File: config.mk
export PLATFORM = sky130hd
export DESIGN_NAME = dil_dma_irq
export DESIGN_NICKNAME = d
export VERILOG_FILES = /design/src/core/dil_pkg.sv /design/src/core/dil_dma_irq.sv
export VERILOG_INCLUDE_DIRS = /design/src /design/src/core
export SDC_FILE = /design/constraint.sdc
export NUM_CORES = 1
export LEC_CHECK = 0
export BUFFER_PORTS_ARGS = -buffer_cell sky130_fd_sc_hd__buf_2
export CORE_UTILIZATION = 45
export DETAILED_ROUTE_END_ITERATION = 16
export GPL_ROUTABILITY_DRIVEN = 0
export PLACE_DENSITY_LB_ADDON = 0.12
export SYNTH_ARGS = -nofsm -noshare
export SYNTH_HDL_FRONTEND = slang
export SYNTH_SLANG_ARGS = --single-unit
File: constraint.sdc
create_clock -name clk_in -period 2.75 [get_ports clk_in]
set_input_delay 0.1375 -clock clk_in [delete_from_list [all_inputs] [get_ports clk_in]]
set_output_delay 0.1375 -clock clk_in [all_outputs]
set_load 0.1 [all_outputs]
File: src/core/dil_params.svh
`ifndef DIL_PARAMS_SVH
`define DIL_PARAMS_SVH
// register byte addresses
`define DIL_A_CTRL 8'h00
`define DIL_A_VEC 8'h04
`define DIL_A_MATCH 8'h08
`define DIL_A_MASK 8'h0C
`define DIL_A_BLEN 8'h10
`define DIL_A_CMD 8'h14
`define DIL_A_STAT 8'h18
`define DIL_A_SNAP 8'h1C
// control register bit positions
`define DIL_C_EOB 0
`define DIL_C_MATCH 1
`define DIL_C_IOR 2
`define DIL_C_SAV 3
`define DIL_C_AUTO 4
`define DIL_C_CONT 5
// control byte codes
`define DIL_CMD_RST_INT 8'h01
`define DIL_CMD_EN_INT 8'h02
`define DIL_CMD_DIS_INT 8'h03
`define DIL_CMD_EN_DMA 8'h04
`define DIL_CMD_DIS_DMA 8'h05
`define DIL_CMD_FORCE 8'h06
`define DIL_CMD_RD_STAT 8'h07
`define DIL_CMD_CLR_STAT 8'h08
`define DIL_CMD_HANDLER_RETURN_OPCODE 8'h09
// handler return opcode bytes
`define DIL_OP_PFX 8'hED
`define DIL_OP_RET 8'h4D
// vector cause codes
`define DIL_VC_EOB 2'b10
`define DIL_VC_MATCH 2'b01
`define DIL_VC_RDY 2'b00
// bus responses and defaults
`define DIL_RESP_OK 2'b00
`define DIL_RESP_ERR 2'b10
`define DIL_PULSE_DIV 16
`endif

File: src/core/dil_pkg.sv
package dil_pkg;
	typedef enum logic [1:0] {
		DIL_RT_IDLE = 2'b01,
		DIL_RT_PFX = 2'b10
	} dil_ret_t;
	typedef struct packed {
		logic awvalid;
		logic [7:0] awaddr;
		logic wvalid;
		logic [31:0] wdata;
		logic [3:0] wstrb;
		logic bready;
		logic arvalid;
		logic [7:0] araddr;
		logic rready;
	} dil_axi_req_t;
	typedef struct packed {
		logic awready;
		logic wready;
		logic bvalid;
		logic [1:0] bresp;
		logic arready;
		logic rvalid;
		logic [31:0] rdata;
		logic [1:0] rresp;
	} dil_axi_rsp_t;
	typedef struct packed {
		logic [7:0] ctrl;
		logic [7:0] vec;
		logic [7:0] mtch;
		logic [7:0] mask;
		logic [15:0] blen;
		logic [7:0] snap;
		logic dma_en;
		logic force_rdy;
		logic int_en;
		logic pend;
		logic in_service_latch;
		logic ready_irq_latch;
		logic ior_done;
		logic cause_eob;
		logic cause_match;
		logic st_eob;
		logic st_match;
		logic st_rdy;
		logic bus_request_n;
		logic rdy_q;
		logic ack_q;
		logic fetch_q;
		logic own;
		logic [7:0] dout;
		logic [7:0] div;
		logic pulse;
		dil_ret_t ret;
		logic aw_ok;
		logic [7:0] aw_addr;
		logic w_ok;
		logic [15:0] w_data;
		logic [1:0] w_strb;
		logic bvalid;
		logic [1:0] bresp;
		logic rvalid;
		logic [15:0] rdata;
		logic [1:0] rresp;
	} dil_state_t;
endpackage
File: src/core/dil_dma_irq.sv
`timescale 1ns/1ns
`include "dil_params.svh"
// Function
// - ready interrupt raised before any bus request
// - end-of-block when count equals block length
// - byte match under mask requests interrupt
// - release bus first, then assert interrupt
// - interrupt only pulses while bus master
// - auto restart: interrupt, no end status
// - acknowledged device drives its vector byte
// - vector may carry status bits
// - pending holds interrupt low until acknowledge
// - in-service blocks interrupts, chain, requests
// - in-service clears pending; cause re-pends
// - return opcode or control byte clears service
// - ready sets pending instead of requesting
// - ready to bus request within two cycles
// - continuous mode: only first ready interrupts
// - snoop return opcode, free chain output
// - return re-enables requests in ready mode
// - ready latch only with ready option
// - control bytes for interrupt and dma
// - claim only with chain input high
// - only highest chain member gives vector
module dil_dma_irq #(
	parameter int PULSE_DIV = `DIL_PULSE_DIV
) (
	input wire logic clk_in,
	input wire logic rst_n_in,
	input wire dil_pkg::dil_axi_req_t axi_req_in,
	output dil_pkg::dil_axi_rsp_t axi_rsp_out,
	input wire logic ready_in,
	input wire logic bus_ack_n_in,
	input wire logic xfer_strobe_in,
	input wire logic [7:0] xfer_byte_in,
	input wire logic [15:0] byte_count_in,
	input wire logic opcode_fetch_n_in,
	input wire logic io_select_n_in,
	input wire logic [7:0] data_bus_in,
	output logic [7:0] data_out,
	output logic data_oe_n_out,
	input wire logic chain_enable_in,
	output logic chain_enable_out,
	output logic int_n_out,
	output logic bus_request_n_out
);
	localparam logic [7:0] DIV_LAST = 8'(PULSE_DIV - 1);

	//----------------------------------------
	// helper functions
	//----------------------------------------
	// masked compare: mask ones are ignored
	function automatic logic byte_hit(input logic [7:0] d,
		input logic [7:0] m, input logic [7:0] k);
		byte_hit = ((d ^ m) & ~k) == 8'h00;
	endfunction

	// vector, optionally carrying status
	function automatic logic [7:0] vec_of(
		input dil_pkg::dil_state_t s);
		logic [1:0] c;
		c = s.st_eob ? `DIL_VC_EOB :
			s.st_match ? `DIL_VC_MATCH : `DIL_VC_RDY;
		if (s.ctrl[`DIL_C_SAV]) begin
			vec_of = {s.vec[7:3], c, s.vec[0]};
		end else begin
			vec_of = s.vec;
		end
	endfunction

	function automatic logic [7:0] stat_of(
		input dil_pkg::dil_state_t s);
		stat_of = {s.bus_request_n, s.dma_en, s.st_rdy, s.st_match,
			s.st_eob, s.ready_irq_latch, s.in_service_latch, s.pend};
	endfunction

	function automatic logic map_ok(input logic [7:0] a);
		map_ok = a == `DIL_A_CTRL || a == `DIL_A_VEC ||
			a == `DIL_A_MATCH || a == `DIL_A_MASK ||
			a == `DIL_A_BLEN || a == `DIL_A_CMD ||
			a == `DIL_A_STAT || a == `DIL_A_SNAP;
	endfunction

	function automatic logic [15:0] rd_of(
		input dil_pkg::dil_state_t s, input logic [7:0] a);
		unique case (a)
			`DIL_A_CTRL: rd_of = {8'h00, s.ctrl};
			`DIL_A_VEC: rd_of = {8'h00, s.vec};
			`DIL_A_MATCH: rd_of = {8'h00, s.mtch};
			`DIL_A_MASK: rd_of = {8'h00, s.mask};
			`DIL_A_BLEN: rd_of = s.blen;
			`DIL_A_STAT: rd_of = {8'h00, stat_of(s)};
			`DIL_A_SNAP: rd_of = {8'h00, s.snap};
			default: rd_of = 16'h0000;
		endcase
	endfunction

	//----------------------------------------
	// state and decoded events
	//----------------------------------------
	dil_pkg::dil_state_t st_r;
	dil_pkg::dil_state_t st_nxt;
	logic ack, fetch, ack_start, fetch_start, handler_return_opcode;
	logic rdy_act, rdy_rise, ior_set, eob_hit, match_hit;
	logic wr_go, cmd_go, want;
	logic c_rst_int, c_en_int, c_dis_int, c_en_dma;
	logic c_dis_dma, c_force, c_rd_stat, c_clr_stat, c_handler_return_opcode;

	// acknowledge is fetch and io strobe low together
	assign ack = !opcode_fetch_n_in && !io_select_n_in;
	assign fetch = !opcode_fetch_n_in && io_select_n_in;
	assign ack_start = ack && !st_r.ack_q;
	assign fetch_start = fetch && !st_r.fetch_q;
	// second opcode byte after the prefix byte
	assign handler_return_opcode = fetch_start && st_r.ret == dil_pkg::DIL_RT_PFX &&
		data_bus_in == `DIL_OP_RET;
	assign rdy_act = ready_in || st_r.force_rdy;
	assign rdy_rise = rdy_act && !st_r.rdy_q;
	// ready latch only with the option, once in continuous
	assign ior_set = rdy_rise && st_r.ctrl[`DIL_C_IOR] &&
		st_r.dma_en && st_r.int_en && !st_r.in_service_latch &&
		!st_r.ready_irq_latch && !st_r.ior_done;
	assign eob_hit = xfer_strobe_in && st_r.ctrl[`DIL_C_EOB] &&
		byte_count_in == st_r.blen;
	assign match_hit = xfer_strobe_in && st_r.ctrl[`DIL_C_MATCH] &&
		byte_hit(xfer_byte_in, st_r.mtch, st_r.mask);
	assign wr_go = st_r.aw_ok && st_r.w_ok;
	assign cmd_go = wr_go && st_r.aw_addr == `DIL_A_CMD &&
		st_r.w_strb[0];
	// control byte decode
	assign c_rst_int = cmd_go && st_r.w_data[7:0] == `DIL_CMD_RST_INT;
	assign c_en_int = cmd_go && st_r.w_data[7:0] == `DIL_CMD_EN_INT;
	assign c_dis_int = cmd_go && st_r.w_data[7:0] == `DIL_CMD_DIS_INT;
	assign c_en_dma = cmd_go && st_r.w_data[7:0] == `DIL_CMD_EN_DMA;
	assign c_dis_dma = cmd_go && st_r.w_data[7:0] == `DIL_CMD_DIS_DMA;
	assign c_force = cmd_go && st_r.w_data[7:0] == `DIL_CMD_FORCE;
	assign c_rd_stat = cmd_go && st_r.w_data[7:0] == `DIL_CMD_RD_STAT;
	assign c_clr_stat = cmd_go &&
		st_r.w_data[7:0] == `DIL_CMD_CLR_STAT;
	assign c_handler_return_opcode = cmd_go && st_r.w_data[7:0] == `DIL_CMD_HANDLER_RETURN_OPCODE;

	//----------------------------------------
	// next state
	//----------------------------------------
	always_comb begin
		st_nxt = st_r;
		want = 1'b0;
		st_nxt.ack_q = ack;
		st_nxt.fetch_q = fetch;
		st_nxt.rdy_q = rdy_act;
		// pulse divider for interrupt while bus master
		if (st_r.div == DIV_LAST) begin
			st_nxt.div = 8'h00;
			st_nxt.pulse = 1'b1;
		end else begin
			st_nxt.div = st_r.div + 8'h01;
			st_nxt.pulse = 1'b0;
		end
		// return opcode prefix tracking
		if (fetch_start) begin
			st_nxt.ret = (data_bus_in == `DIL_OP_PFX) ?
				dil_pkg::DIL_RT_PFX : dil_pkg::DIL_RT_IDLE;
		end
		// bus write channel capture
		if (axi_req_in.awvalid && axi_rsp_out.awready) begin
			st_nxt.aw_ok = 1'b1;
			st_nxt.aw_addr = axi_req_in.awaddr;
		end
		if (axi_req_in.wvalid && axi_rsp_out.wready) begin
			st_nxt.w_ok = 1'b1;
			st_nxt.w_data = axi_req_in.wdata[15:0];
			st_nxt.w_strb = axi_req_in.wstrb[1:0];
		end
		// register write and response
		if (wr_go) begin
			st_nxt.aw_ok = 1'b0;
			st_nxt.w_ok = 1'b0;
			st_nxt.bvalid = 1'b1;
			st_nxt.bresp = map_ok(st_r.aw_addr) ?
				`DIL_RESP_OK : `DIL_RESP_ERR;
			if (st_r.w_strb[0]) begin
				unique case (st_r.aw_addr)
					`DIL_A_CTRL: st_nxt.ctrl = st_r.w_data[7:0];
					`DIL_A_VEC: st_nxt.vec = st_r.w_data[7:0];
					`DIL_A_MATCH: st_nxt.mtch = st_r.w_data[7:0];
					`DIL_A_MASK: st_nxt.mask = st_r.w_data[7:0];
					`DIL_A_BLEN: st_nxt.blen[7:0] = st_r.w_data[7:0];
					default: ;
				endcase
			end
			if (st_r.w_strb[1] && st_r.aw_addr == `DIL_A_BLEN) begin
				st_nxt.blen[15:8] = st_r.w_data[15:8];
			end
		end else if (st_r.bvalid && axi_req_in.bready) begin
			st_nxt.bvalid = 1'b0;
		end
		// read channel
		if (axi_req_in.arvalid && !st_r.rvalid) begin
			st_nxt.rvalid = 1'b1;
			st_nxt.rdata = rd_of(st_r, axi_req_in.araddr);
			st_nxt.rresp = map_ok(axi_req_in.araddr) ?
				`DIL_RESP_OK : `DIL_RESP_ERR;
		end else if (st_r.rvalid && axi_req_in.rready) begin
			st_nxt.rvalid = 1'b0;
		end
		// control bytes
		if (c_en_int) st_nxt.int_en = 1'b1;
		if (c_dis_int) st_nxt.int_en = 1'b0;
		if (c_en_dma) st_nxt.dma_en = 1'b1;
		if (c_force) st_nxt.force_rdy = 1'b1;
		if (c_rd_stat) st_nxt.snap = stat_of(st_r);
		if (c_dis_dma) begin
			st_nxt.dma_en = 1'b0;
			st_nxt.force_rdy = 1'b0;
			st_nxt.ior_done = 1'b0;
		end
		if (c_clr_stat || c_rst_int) begin
			st_nxt.st_eob = 1'b0;
			st_nxt.st_match = 1'b0;
			st_nxt.st_rdy = 1'b0;
			st_nxt.cause_eob = 1'b0;
			st_nxt.cause_match = 1'b0;
		end
		if (c_rst_int) begin
			st_nxt.int_en = 1'b0;
			st_nxt.pend = 1'b0;
			st_nxt.in_service_latch = 1'b0;
			st_nxt.ready_irq_latch = 1'b0;
		end
		// hardware causes, set wins over clear
		if (eob_hit) begin
			st_nxt.cause_eob = 1'b1;
			if (!st_r.ctrl[`DIL_C_AUTO]) begin
				st_nxt.st_eob = 1'b1;
				st_nxt.dma_en = 1'b0;
				st_nxt.force_rdy = 1'b0;
				st_nxt.ior_done = 1'b0;
			end
		end
		if (match_hit) begin
			st_nxt.cause_match = 1'b1;
			st_nxt.st_match = 1'b1;
			st_nxt.dma_en = 1'b0;
			st_nxt.force_rdy = 1'b0;
			st_nxt.ior_done = 1'b0;
		end
		if (ior_set) begin
			st_nxt.ready_irq_latch = 1'b1;
			st_nxt.st_rdy = 1'b1;
			if (st_r.ctrl[`DIL_C_CONT]) st_nxt.ior_done = 1'b1;
		end
		// return opcode or control byte ends service
		if ((handler_return_opcode && chain_enable_in && st_r.in_service_latch) || c_handler_return_opcode) begin
			st_nxt.in_service_latch = 1'b0;
			if (st_r.ctrl[`DIL_C_IOR] && st_nxt.dma_en) begin
				st_nxt.ready_irq_latch = 1'b0;
			end
		end
		// acknowledge: pending and chain high only
		if (ack_start && st_r.pend && chain_enable_in) begin
			st_nxt.in_service_latch = 1'b1;
			st_nxt.own = 1'b1;
			st_nxt.dout = vec_of(st_r);
		end
		if (!ack) st_nxt.own = 1'b0;
		// pending latch sets on any enabled live cause, cleared only by service or reset
		want = st_nxt.int_en && (st_nxt.ready_irq_latch ||
			st_nxt.cause_eob || st_nxt.cause_match);
		if (st_nxt.in_service_latch) begin
			st_nxt.pend = 1'b0;
		end else if (want) begin
			st_nxt.pend = 1'b1;
		end
		// bus request, blocked by service and ready latch
		st_nxt.bus_request_n = st_nxt.dma_en && !st_nxt.in_service_latch &&
			!st_nxt.ready_irq_latch && (rdy_act ||
			(st_r.bus_request_n && st_r.ctrl[`DIL_C_CONT]));
	end

	// state register, synchronous reset
	always_ff @(posedge clk_in) begin
		if (!rst_n_in) begin
			st_r <= '0;
			st_r.ret <= dil_pkg::DIL_RT_IDLE;
		end else begin
			st_r <= st_nxt;
		end
	end

	//----------------------------------------
	// outputs
	//----------------------------------------
	// bus slave handshakes
	assign axi_rsp_out.awready = !st_r.aw_ok && !st_r.bvalid;
	assign axi_rsp_out.wready = !st_r.w_ok && !st_r.bvalid;
	assign axi_rsp_out.bvalid = st_r.bvalid;
	assign axi_rsp_out.bresp = st_r.bresp;
	assign axi_rsp_out.arready = !st_r.rvalid;
	assign axi_rsp_out.rvalid = st_r.rvalid;
	assign axi_rsp_out.rdata = {16'h0000, st_r.rdata};
	assign axi_rsp_out.rresp = st_r.rresp;
	// interrupt low only off the bus, pulses while master
	assign int_n_out = !(st_r.pend &&
		(bus_ack_n_in || st_r.pulse));
	assign bus_request_n_out = !st_r.bus_request_n;
	assign chain_enable_out = chain_enable_in &&
		!st_r.pend && !st_r.in_service_latch;
	assign data_out = st_r.dout;
	assign data_oe_n_out = !st_r.own;
endmodule

Yosys cells after proc, flatten, opt, wreduce, memory -nomap -nowiden --
Index checks and enable logic that the tools add are counted.
Cells by class: add/subtract/negate cells 1, reduce and logical (&&, ||, !) cells 108, equality and inequality tests 28, multiplexer cells 37, bitwise gates (word level) 4
Operator list (number):
- $pmux W16 S7 | 1
- $eq A8 B5 Y1 const B | 8
- $eq A8 B4 Y1 const B | 7
- $logic_and A1 B1 Y1 | 50
- $eq A8 B3 Y1 const B | 6
- $logic_not A8 Y1 | 3
- $mux W1 | 22
- $mux W2 | 11
- $logic_or A1 B1 Y1 | 21
- $logic_not A1 Y1 | 18
- $eq A16 B16 Y1 | 1
- $eq A8 B2 Y1 const B | 2
- $reduce_and A3 Y1 | 5
- $reduce_bool A2 Y1 | 5
- $add A8 B1 Y8 const B | 1
- $and A8 B8 Y8 | 1
- $eq A8 B1 Y1 const B | 1
- $eq A8 B7 Y1 const B | 1
- $eq A8 B8 Y1 const B | 1
- $not A8 Y8 | 1
- $reduce_or A2 Y1 | 4
- $xor A8 B8 Y8 | 1
- $mux W5 | 1
- $mux W4 | 1
- 4 further kinds | 5
Storage, ports and cells: output and inout bits 53, word-level logic and storage cells 216, bits of input ports 97, register bits after elaboration 142

Logic depth before layout (Yosys ltp) --
Gate-level depths: netlist of the first run.
depth in word-level cells 17, mapped depth 8, mapped depth without buffers 7

Worst setup path before layout of the first run --
No wires, ideal clock.
path kind register to output, from register st_r[82] in the netlist's numbering, to output chain_enable_out, required time 2.612 ns, path slack -0.061 ns, buffers on the path 1, arrival time 2.673 ns, stages on the path, launching flop included 3, path through dfxtp_1 -> clkbuf_1 -> nor3b_1
Between the ends: longest elaborated chain between the ends 3
Ends and longest elaborated chain:
- from (decl) | RTL line dil_dma_irq.sv:101 | dil_pkg::dil_state_t st_r;
- from (signal assigned) | RTL line dil_dma_irq.sv:286 | st_r <= st_nxt;
- $logic_not A1 Y1 | RTL line dil_dma_irq.sv:307 | !st_r.pend && !st_r.in_service_latch;
- $logic_and A1 B1 Y1 | RTL line dil_dma_irq.sv:306 | assign chain_enable_out = chain_enable_in &&
- $logic_and A1 B1 Y1 | RTL line dil_dma_irq.sv:307
- to (decl) | RTL line dil_dma_irq.sv:43 | output logic chain_enable_out,
No other way between the ends.

Worst setup path after layout of the first run --
from register st_r[28] in the netlist's numbering, to register st_r[73] in the netlist's numbering
Between the ends: longest elaborated chain between the ends 13, elaborated cells on any way between the ends 25, classes of those cells 4 x eq/ne; 10 x mux; 11 x reduce/logical
Ends and longest elaborated chain:
- $eq A8 B3 Y1 (no source line)
- $logic_and A1 B1 Y1 (no source line)
- $mux W1 | RTL line dil_dma_irq.sv:209 | if (c_en_dma) st_nxt.dma_en = 1'b1;
- $mux W2 | RTL line dil_dma_irq.sv:212 | if (c_dis_dma) begin
- $mux W2 | RTL line dil_dma_irq.sv:233 | if (!st_r.ctrl[`DIL_C_AUTO]) begin
- $mux W2 | RTL line dil_dma_irq.sv:231 | if (eob_hit) begin
- $mux W2 | RTL line dil_dma_irq.sv:240 | if (match_hit) begin
- $logic_and A1 B1 Y1 | RTL line dil_dma_irq.sv:255 | if (st_r.ctrl[`DIL_C_IOR] && st_nxt.dma_en) begin
- $mux W1 | RTL line dil_dma_irq.sv:255
- $mux W2 | RTL line dil_dma_irq.sv:253 | if ((handler_return_opcode && chain_enable_in && st_r.in_service_latch) || c_handler_return_opcode) begin
- $logic_not A1 Y1 | RTL line dil_dma_irq.sv:276 | !st_nxt.ready_irq_latch && (rdy_act ||
- $logic_and A1 B1 Y1 (*) (2 in series) | RTL line dil_dma_irq.sv:275 | st_nxt.bus_request_n = st_nxt.dma_en && !st_nxt.in_service_latch &&
Every way passes the cells marked *; elsewhere a longest branch is shown, timed or not. The select of a mux whose other input is x is not followed. A chain may end at the register's enable or synchronous reset.

==> summary.md, run 1 <==
| Metric | Value |
|---|---|
| WL final | 16,100 um |
| Setup crit end | st_r[73]$_SDFF_PN0_ |
| Vias in the first global route | 5,112 |
| R2r endpoint | st_r[73]$_SDFF_PN0_ |
| Fin cells | 1,008 |
| CORE AREA | 13,500 um^2 |
| Syn Area/Cell | 8.85 um^2 |
| Max Clock Skew | 0.00805 ns |
| Primary FF master, synth | dfxtp_1 |
| Detailed router's first-iteration violation count | 315 |
| Worst R2R Path Depth | 6 |
| Pins Over Slew Limit | 0 |
| Clk sink count | 140 |
| Via density | 5.19 |
| Switching part of the total power | 25.2% |
| Clock Power Share | 48.9% |
| # diodes | 0 |
| CTS clock-pin slew for the worst setup and hold paths | 0.06 ns |
| Clock Latency Late Sink | 0.42 ns |
| Initial antenna violation count | 0 |
| CTS Buf Count | 17 |
| Crit path DAT | 2.84 ns |
| Worst-Margin Slew | 0.817 ns |
| Period utilization | 91.4% |
| Post-synth ARST share | 0% |
| Synthesized instance count | 716 |
| Pre-CTS setup slack | 0.315 ns |
| Sequential Power Share | 41.4% |
| Commonest non-fill, non-tap cells in the layout | 140 x dfxtp_1, 113 x buf_2, 101 x nor2_1, 97 x nand2_1, 57 x mux2i_1 |
| DRC violations left | 0 |
| Die Wd | 121 um |
| Worst r2r src | st_r[28]$_SDFFE_PN0P_ |
| P_sw | 1290 uW |
| CP endpoint kind | flop |
| DP Wirelength | 11,300 um |
| Max VDD drop | 0.000413 V |
| # resized after CTS | 0 |
| Max_slew headroom | 45.5% |
| Initial core utilization | 46.9% |
| Final worst path period need | 2.51 ns |
| Int Power | 3820 uW |
| Synth-to-Final Area Change | 21.9% |
| Total congestion overflow | 0 |
| I/O pins | 150 |
| Max FO, Critical Path | 7 |
| First-pass GRT wire length | 26,000 um |
| CTS tree | yes |
| Max-cap violations | 0 |
| Setup violators final | 0 |
| Most common cell after layout, fill and taps aside | dfxtp_1 |
| Yosys cell types | 58 |
| Part of the power in combinational logic | 9.7% |
| Buffers on Ports | 113 |
| Worst setup margin | 0.235 ns |
| Flops & latches, synth | 140 |
| Layout cells sized above 1 | 21.2% |
| Seq/Total Area, Yosys | 44.2% |
| Die Area | 14,600 um^2 |
| Post-route ant nets | 0 |
| Mapped Area | 6340 um^2 |
| Leakage | 0.00315 uW |
| RSZ-0062 raised after global routing | false |
| Largest net degree at the start of global routing | 119 |
| Crit start category | flop |
| GRT Overall Usage | 23.4% |
| Fin. Hold Viols | 0 |
| Achievable Freq | 0.398 GHz |
| Root Buffer | clkbuf_16 |
| Status | finished clean |
| Clock Path Buffers | 2 |
| Row cnt | 42 |
| Worst min path class | input port to flop |
| Reg-to-reg setup timing slack | 0.24 ns |
| Total Nets Final | 917 |
| Yosys warns | 0 |
| Fin Setup TNS | 0 ns |
| Vias | 5,234 |
| CP Data Required Time | 3.08 ns |
| H-Tree Depth | 4 |
| Pwr Density | 662 nW/um^2 |
| Drt pass-1 iters | 5 |
| Wire length per cell | 16.0 um |
| EDFF count, synth | 0 |
| Die Span Y | 121 um |
| Inst Count DP | 944 |
| Kind of critical path | flop to flop |
| CP startpoint | st_r[28]$_SDFFE_PN0P_ |
-- routing by layer --
| layer | vias to the layer above | part of all wire, % | global-route usage, % |
|---|---|---|---|
| met5 | - | 0 | 0 |
| met4 | 0 | 1.6 | 8.02 |
| li1 | 2613 | - | - |
| met1 | 2472 | 46 | 30.4 |
| met3 | 20 | 4.5 | 5.61 |
| met2 | 129 | 48 | 37.9 |
-- flip-flops by register name, summed over array words and instances, names as in the netlist --
register / cells
axi_rsp_out: 20
st_r: 112
data_out: 8
-- final cells by class --
class,count,area (um^2)
tap,176,220
sequential,140,2800
clock inverter,15,220
fill,1251,5780
inverter,13,50.0
clock buffer,17,425
multi-input combinational,498,3080
timing repair buffer,149,928
-- worst max-delay path: stages (launching register included) --
cell and delay (ns):
dfxtp_1 0.40, nor4_2 0.43, nand4_2 0.27, or4b_4 0.55, mux2i_1 0.14, or3_1 0.34, nor4_1 0.28
-- cell families after synthesis --
family,synth area share (%)
simple gates,20.4
flops,44.2
compound gates,11.0
buf+inv,8.43
mux,11.8
xor+xnor,3.87
fa+ha+maj,0.197
other cells,0.0592
-- timing repair --
item	CTS	global route
setup endpoints to repair	0	0
setup buffers	0	0
hold buffers	32	0
hold endpoints to repair	32	0
-- how the worst min path moves through the flow --
stage | from | endpoint | slack (ns) | cells past startpoint
after floorplan | opcode_fetch_n_in | st_r[70]$_SDFF_PN0_ | 0.21 | 1
after global placement | axi_req_in[0] | axi_rsp_out[34]$_SDFFE_PN0P_ | 0.32 | 2
after detailed placement | axi_req_in[0] | axi_rsp_out[34]$_SDFFE_PN0P_ | 0.34 | 2
after CTS | axi_req_in[9] | axi_rsp_out[34]$_SDFFE_PN0P_ | 0.005 | 3
after global routing | data_bus_in[7] | st_r[51]$_SDFFE_PN0P_ | 0.02 | 3
final | data_bus_in[7] | st_r[51]$_SDFFE_PN0P_ | 0.02 | 3
-- metrics by stage --
stage                     total power [uW]  util [%]  hold WS (ns)  cell area, um^2
after floorplan                       2520         -         0.214             6410
after global placement                2610      50.0         0.321             6760
after detailed placement              2620      50.0         0.341             6760
after CTS                             5140      57.2       0.00451             7720
after global routing                  5290      57.2        0.0167             7720
final                                 5110      57.2        0.0157             7720
-- synth_stat cells (2+ instances only) --
| cell type | n | area [um^2] |
|---|---|---|
| a21oi_1 | 56 | 280 |
| and2_1 | 6 | 37.5 |
| xor2_1 | 11 | 96.3 |
| dfxtp_1 | 140 | 2800 |
| mux2i_1 | 57 | 571 |
| nand2b_1 | 4 | 25.0 |
| nor2_1 | 101 | 379 |
| mux2_2 | 6 | 67.6 |
| mux4_2 | 5 | 113 |
| o211ai_1 | 2 | 15.0 |
| buf_1 | 3 | 11.3 |
| clkbuf_1 | 31 | 116 |
| nor2b_1 | 3 | 18.8 |
| or4b_4 | 2 | 27.5 |
| buf_4 | 47 | 353 |
| or4_1 | 2 | 15.0 |
| nor3_1 | 6 | 30.0 |
| nor4b_1 | 2 | 17.5 |
| and3_1 | 10 | 62.6 |
| nor4b_4 | 2 | 47.6 |
| inv_1 | 13 | 48.8 |
| nor4_1 | 5 | 31.3 |
| xnor2_1 | 17 | 149 |
| o21ai_0 | 12 | 60.1 |
| o22ai_1 | 10 | 62.6 |
| nand3_1 | 9 | 45.0 |
| a211oi_1 | 4 | 30.0 |
| a222oi_1 | 3 | 30.0 |
| a22oi_1 | 14 | 105 |
| nor4_2 | 2 | 25.0 |
| nand2_1 | 97 | 364 |
| nand4_1 | 3 | 18.8 |
| nor3b_1 | 6 | 45.0 |
-- power by group through the flow --
stage | logic, uW | clock network (uW) | registers, uW
final | 495 | 2500 | 2120
after global routing | 532 | 2640 | 2120
after CTS | 494 | 2530 | 2120
after detailed placement | 459 | 0 | 2160
after global placement | 455 | 0 | 2160
after floorplan | 381 | 0 | 2140
(Power assumes the default switching activity.)
==> run 2: changes to the inputs <==
--- a/config.mk
+++ b/config.mk
@@ -7,6 +7,7 @@
 export NUM_CORES = 1
 export LEC_CHECK = 0
 export BUFFER_PORTS_ARGS = -buffer_cell sky130_fd_sc_hd__buf_2
+export CORE_ASPECT_RATIO = 0.9
 export CORE_UTILIZATION = 45
 export DETAILED_ROUTE_END_ITERATION = 16
 export GPL_ROUTABILITY_DRIVEN = 0
==> run 2 against run 1 <==
Total power shrank 2.4%. Worst setup slack gained 0.037 ns. Register-to-register slack gained 0.04 ns. Routed wire length grew 0.88%. Sequential share of layout area grew 0.17 points. Critical endpoint unchanged. Largest cell class unchanged. Largest power group unchanged.
==> summary.md, run 2 (same netlist as run 1, synthesis figures left out) <==
| Metric | Value |
|---|---|
| Max-cap violations | 0 |
| Max Clock Skew | 0.00556 ns |
| Crit start category | flop |
| Die Wd | 127 um |
| Status | finished clean |
| DRC violations left | 0 |
| Largest net degree at the start of global routing | 54 |
| Vias in the first global route | 5,071 |
| Final worst path period need | 2.48 ns |
| # resized after CTS | 0 |
| Worst Hold Depth | 3 |
| Synth-to-Final Area Change | 21.3% |
| Most common cell after layout, fill and taps aside | dfxtp_1 |
| Crit path DAT | 2.80 ns |
| Achievable Freq | 0.404 GHz |
| Inst Count DP | 958 |
| R2r endpoint | st_r[73]$_SDFF_PN0_ |
| CTS clock-pin slew for the worst setup and hold paths | 0.06 ns |
| Worst r2r src | st_r[28]$_SDFFE_PN0P_ |
| Drt pass-1 iters | 5 |
| Pre-CTS setup slack | 0.306 ns |
| Clk sink count | 140 |
| CTS Buf Count | 17 |
| Worst min path class | input port to flop |
| Die Span Y | 115 um |
| Fin Setup TNS | 0 ns |
| Largest register FFs | 112 |
| DP Wirelength | 11,600 um |
| Switching part of the total power | 24.5% |
| H-Tree Depth | 4 |
| Total Nets Final | 917 |
| Max_slew headroom | 51.7% |
| Fin. Hold Viols | 0 |
| Wire length per cell | 16.0 um |
| Root Buffer | clkbuf_16 |
| Fin cells | 1,020 |
| Row cnt | 40 |
| GRT Overall Usage | 23.2% |
| Max FO, Critical Path | 7 |
| Total congestion overflow | 0 |
| Clock Power Share | 47.6% |
| Crit-path cells | nor4_2 > nand4_2 > or4b_4 > mux2i_1 > or3_1 > nor4_1 |
| Pwr Density | 649 nW/um^2 |
| CP Data Required Time | 3.07 ns |
| Via density | 5.14 |
| Vias | 5,238 |
| Int Power | 3770 uW |
| Crit-path slowest cell | or4b_4 |
| Period utilization | 90.1% |
| Worst-Margin Slew | 0.715 ns |
| Worst R2R Path Depth | 6 |
| Worst path top cell family by delay | simple AND/OR/NAND/NOR gates |
| Initial antenna violation count | 0 |
| Die Area | 14,600 um^2 |
| Kind of critical path | flop to flop |
| Top reg by flops | st_r |
| Setup violators final | 0 |
| I/O pins | 150 |
| CTS tree | yes |
| Part of the power in combinational logic | 9.9% |
| Layout cells sized above 1 | 20.7% |
| Detailed router's first-iteration violation count | 442 |
| Pins Over Slew Limit | 0 |
| WL final | 16,300 um |
| Sequential Power Share | 42.5% |
| Buffers on Ports | 113 |
| CORE AREA | 13,600 um^2 |
| Reg-to-reg setup timing slack | 0.27 ns |
| # diodes | 0 |
| RSZ-0062 raised after global routing | false |
| Critical path buffers and inverters | 0 |
| P_sw | 1220 uW |
| Worst Hold End | st_r[51]$_SDFFE_PN0P_ |
| CP endpoint kind | flop |
| Post-route ant nets | 0 |
| Clock Path Buffers | 2 |
| Initial core utilization | 46.7% |
| First-pass GRT wire length | 25,500 um |
| CP peak stage delay | 0.55 ns |
| Clock Latency Late Sink | 0.42 ns |
| Leakage | 0.00313 uW |
| Worst setup margin | 0.272 ns |
| Hold Crit Start | data_bus_in[5] |
| Max VDD drop | 0.000498 V |
| Commonest non-fill, non-tap cells in the layout | 140 x dfxtp_1, 113 x buf_2, 101 x nor2_1, 97 x nand2_1, 57 x mux2i_1 |
## run 2: routing by layer
layer	vias to the layer above	share of wire, %	global-route usage (%)
met5	-	0	0
met2	136	46	36.9
met1	2487	48	30.9
li1	2604	-	-
met3	11	4.4	5.65
met4	0	1.0	8.17
## run 2: cell type report
class                   instances  area [um^2]
clock buffers                  23          468
clock inverters                 8          140
fillers                      1211         5870
inverters                      13         50.0
multi-input cells             498         3080
flip-flops and latches        140         2800
well taps                     189          236
repair buffers                149          913
## run 2: metrics by stage
stage | hold WS [ns] | utilization (%) | power [uW] | area, um^2
floorplan | 0.214 | - | 2520 | 6410
global placement | 0.325 | 49.9 | 2610 | 6770
global route | 0.0404 | 56.7 | 5170 | 7690
finish | 0.0199 | 56.7 | 4990 | 7690
detailed placement | 0.331 | 49.9 | 2620 | 6770
CTS | 0.0000541 | 56.7 | 5030 | 7690
## run 2: tightest hold or removal path, delay by kind of cell
family          cells  cell delay, ns
compound gates      1            0.06
buf+inv             1            0.10
simple gates        1            0.08
## run 2: worst max-delay path by stage
stage	from	endpoint	cells past startpoint
after floorplan	axi_rsp_out[38]$_SDFFE_PN0P_	st_r[29]$_SDFFE_PN0P_	6
after global placement	st_r[28]$_SDFFE_PN0P_	st_r[82]$_SDFFE_PP0P_	7
after detailed placement	st_r[28]$_SDFFE_PN0P_	st_r[73]$_SDFF_PN0_	6
after CTS	st_r[28]$_SDFFE_PN0P_	st_r[73]$_SDFF_PN0_	6
after global routing	st_r[28]$_SDFFE_PN0P_	st_r[73]$_SDFF_PN0_	7
final	st_r[28]$_SDFFE_PN0P_	st_r[73]$_SDFF_PN0_	6
## run 2: timing repair
action,CTS,global route
endpoints found under the hold margin,31,0
buffers inserted,0,0
hold buffers,31,0
## run 2: power groups by stage
stage          clock network [uW]  logic [uW]  registers, uW
6_report                     2380         495           2120
2_1_floorplan                   0         381           2140
3_5_place_dp                    0         460           2160
3_3_place_gp                    0         455           2160
5_1_grt                      2510         532           2120
4_1_cts                      2420         494           2120
==> run 3: changes to the inputs <==
--- a/config.mk
+++ b/config.mk
@@ -12,6 +12,7 @@
 export DETAILED_ROUTE_END_ITERATION = 16
 export GPL_ROUTABILITY_DRIVEN = 0
 export PLACE_DENSITY_LB_ADDON = 0.12
+export REMOVE_ABC_BUFFERS = 1
 export SYNTH_ARGS = -nofsm -noshare
 export SYNTH_HDL_FRONTEND = slang
 export SYNTH_SLANG_ARGS = --single-unit
==> run 3 against run 2 <==
Flip-flop and latch count did not move. Via count grew 0.71%. Combinational power increased by 4%. Clock power increased by 4%. Clock-buffer cell count is 2 higher. Non-clock buffer count up 4. Final area increased by 0.86%. Utilization grew 0.49 points. Worst setup slack got worse by 0.015 ns. Final cell count grew 0.39%. First-iteration DRC count down 20%. Critical endpoint unchanged. Largest power group unchanged. Highest routed layer unchanged.
==> summary.md, run 3 (same netlist as run 1, synthesis figures left out) <==
| Metric | Value |
|---|---|
| Status | finished clean |
| CTS tree | yes |
| Via density | 5.15 |
| Worst min path class | input port to flop |
| Largest register FFs | 112 |
| Total congestion overflow | 0 |
| Layout cells sized above 1 | 21.2% |
| RSZ-0062 raised after global routing | false |
| Wire length per cell | 16.1 um |
| Row cnt | 40 |
| Placed inst area | 6800 um^2 |
| Inst Count DP | 962 |
| Initial core utilization | 46.7% |
| Achievable Freq | 0.401 GHz |
| Root Buffer | clkbuf_16 |
| Die Wd | 127 um |
| I/O pins | 150 |
| Vias in the first global route | 5,118 |
| Multi-input gate area | 3060 um^2 |
| Max Clock Skew | 0.00644 ns |
| Drt pass-1 iters | 5 |
| Commonest non-fill, non-tap cells in the layout | 140 x dfxtp_1, 113 x buf_2, 101 x nor2_1, 97 x nand2_1, 57 x mux2i_1 |
| Buffers on Ports | 113 |
| Pins Over Slew Limit | 0 |
| GRT Overall Usage | 23.6% |
| Final worst path period need | 2.49 ns |
| Setup violators final | 0 |
| Clock Latency Late Sink | 0.42 ns |
| Crit path DAT | 2.82 ns |
| DRC violations left | 0 |
| # diodes | 0 |
| Pwr Density | 658 nW/um^2 |
| Setup crit end | st_r[73]$_SDFF_PN0_ |
| Fin cells | 1,024 |
| Final Hold Slack | 0.0171 ns |
| Max FO, Critical Path | 7 |
| Max VDD drop | 0.000479 V |
| Post-CTS Setup Bufs | 0 |
| Reg-to-reg setup timing slack | 0.26 ns |
| Leakage | 0.00317 uW |
| Max_slew headroom | 52.1% |
| Crit start category | flop |
| Post-route ant nets | 0 |
| WL final | 16,500 um |
| DP Wirelength | 11,600 um |
| Clk sink count | 140 |
| CP endpoint kind | flop |
| Kind of critical path | flop to flop |
| Design area | 7750 um^2 |
| Worst r2r src | st_r[30]$_SDFFE_PN0P_ |
| Most common cell after layout, fill and taps aside | dfxtp_1 |
| Worst-Margin Slew | 0.719 ns |
| First-pass GRT wire length | 26,200 um |
| Fin. Hold Viols | 0 |
| Fin Setup TNS | 0 ns |
| Top reg by flops | st_r |
| Filler Cell Count | 1,240 |
| Largest net degree at the start of global routing | 83 |
| CTS clock-pin slew for the worst setup and hold paths | 0.05 ns |
| CP Data Required Time | 3.07 ns |
| Total power | 5100 uW |
| Vias | 5,275 |
| Detailed router's first-iteration violation count | 352 |
| Max-cap violations | 0 |
| H-Tree Depth | 4 |
| Reg area | 2800 um^2 |
| Synth-to-Final Area Change | 22.4% |
| Die Area | 14,600 um^2 |
| Total Nets Final | 921 |
| CORE AREA | 13,600 um^2 |
| Worst R2R Path Depth | 6 |
| Period utilization | 90.6% |
| Clock Path Buffers | 2 |
| Initial antenna violation count | 0 |
| R2r endpoint | st_r[73]$_SDFF_PN0_ |
| CTS Buf Count | 17 |
| CP startpoint | st_r[30]$_SDFFE_PN0P_ |
| Die Span Y | 115 um |
==> run 3: changes by cell type in the layout (fill, tap and decap cells not counted) <==
cell and delta:
nor4_4 -1, nor4_2 +1, nor3b_1 +1, clkbuf_1 -2
buf_4 +3, buf_12 +1, clkinv_2 -2, nor3b_2 -1
clkbuf_8 +4
==> run 3: worst min path at each step <==
stage,start,to,slack [ns],cells after the start
5_1_grt,data_bus_in[5],st_r[51]$_SDFFE_PN0P_,0.03,3
2_1_floorplan,opcode_fetch_n_in,st_r[70]$_SDFF_PN0_,0.21,1
3_3_place_gp,axi_req_in[0],axi_rsp_out[34]$_SDFFE_PN0P_,0.33,2
6_report,axi_req_in[9],axi_rsp_out[34]$_SDFFE_PN0P_,0.02,3
3_5_place_dp,axi_req_in[0],axi_rsp_out[34]$_SDFFE_PN0P_,0.33,2
4_1_cts,axi_req_in[9],axi_rsp_out[34]$_SDFFE_PN0P_,0.004,3
==> run 3: metal layers <==
layer	vias to the layer above	global-route usage (%)	wire length (um)
met5	-	0	0
met4	0	10.2	417
met3	27	5.28	823
met2	154	38.9	7730
met1	2476	29.8	7550
li1	2618	-	-
==> run 3: area by class of cell <==
cell class	count	share of cell area (%)
Multi-Input combinational cell	498	39.5
Inverter	13	0.645
Clock buffer	25	6.65
Tap cell	189	3.05
Timing Repair Buffer	153	12.3
Clock inverter	6	1.68
Sequential cell	140	36.1
==> run 3: stage by stage <==
step / setup slack [ns] / util (%)
6_report: 0.258 / 57.2
2_1_floorplan: -0.488 / -
5_1_grt: 0.174 / 57.2
4_1_cts: 0.281 / 57.2
3_3_place_gp: 0.376 / 50.1
3_5_place_dp: 0.303 / 50.1
==> run 3: report_power, final <==
group	total, uW	switching (uW)	internal, uW
Combinational	513	362	150
Clock	2480	825	1650
Sequential	2110	42.3	2070
Total	5100	1230	3870
==> run 3: critical path, cell delays in order (launching register included) <==
cell     delay [ns]
dfxtp_1        0.43
nor4_2         0.37
nand4_2        0.26
or4b_4         0.56
mux2i_1        0.15
or3_1          0.34
nor4_1         0.28
==> run 3: what timing repair did <==
action                    in CTS  in global routing
hold buffers                  31                  0
resized for setup              0                  0
hold endpoints to repair      31                  0
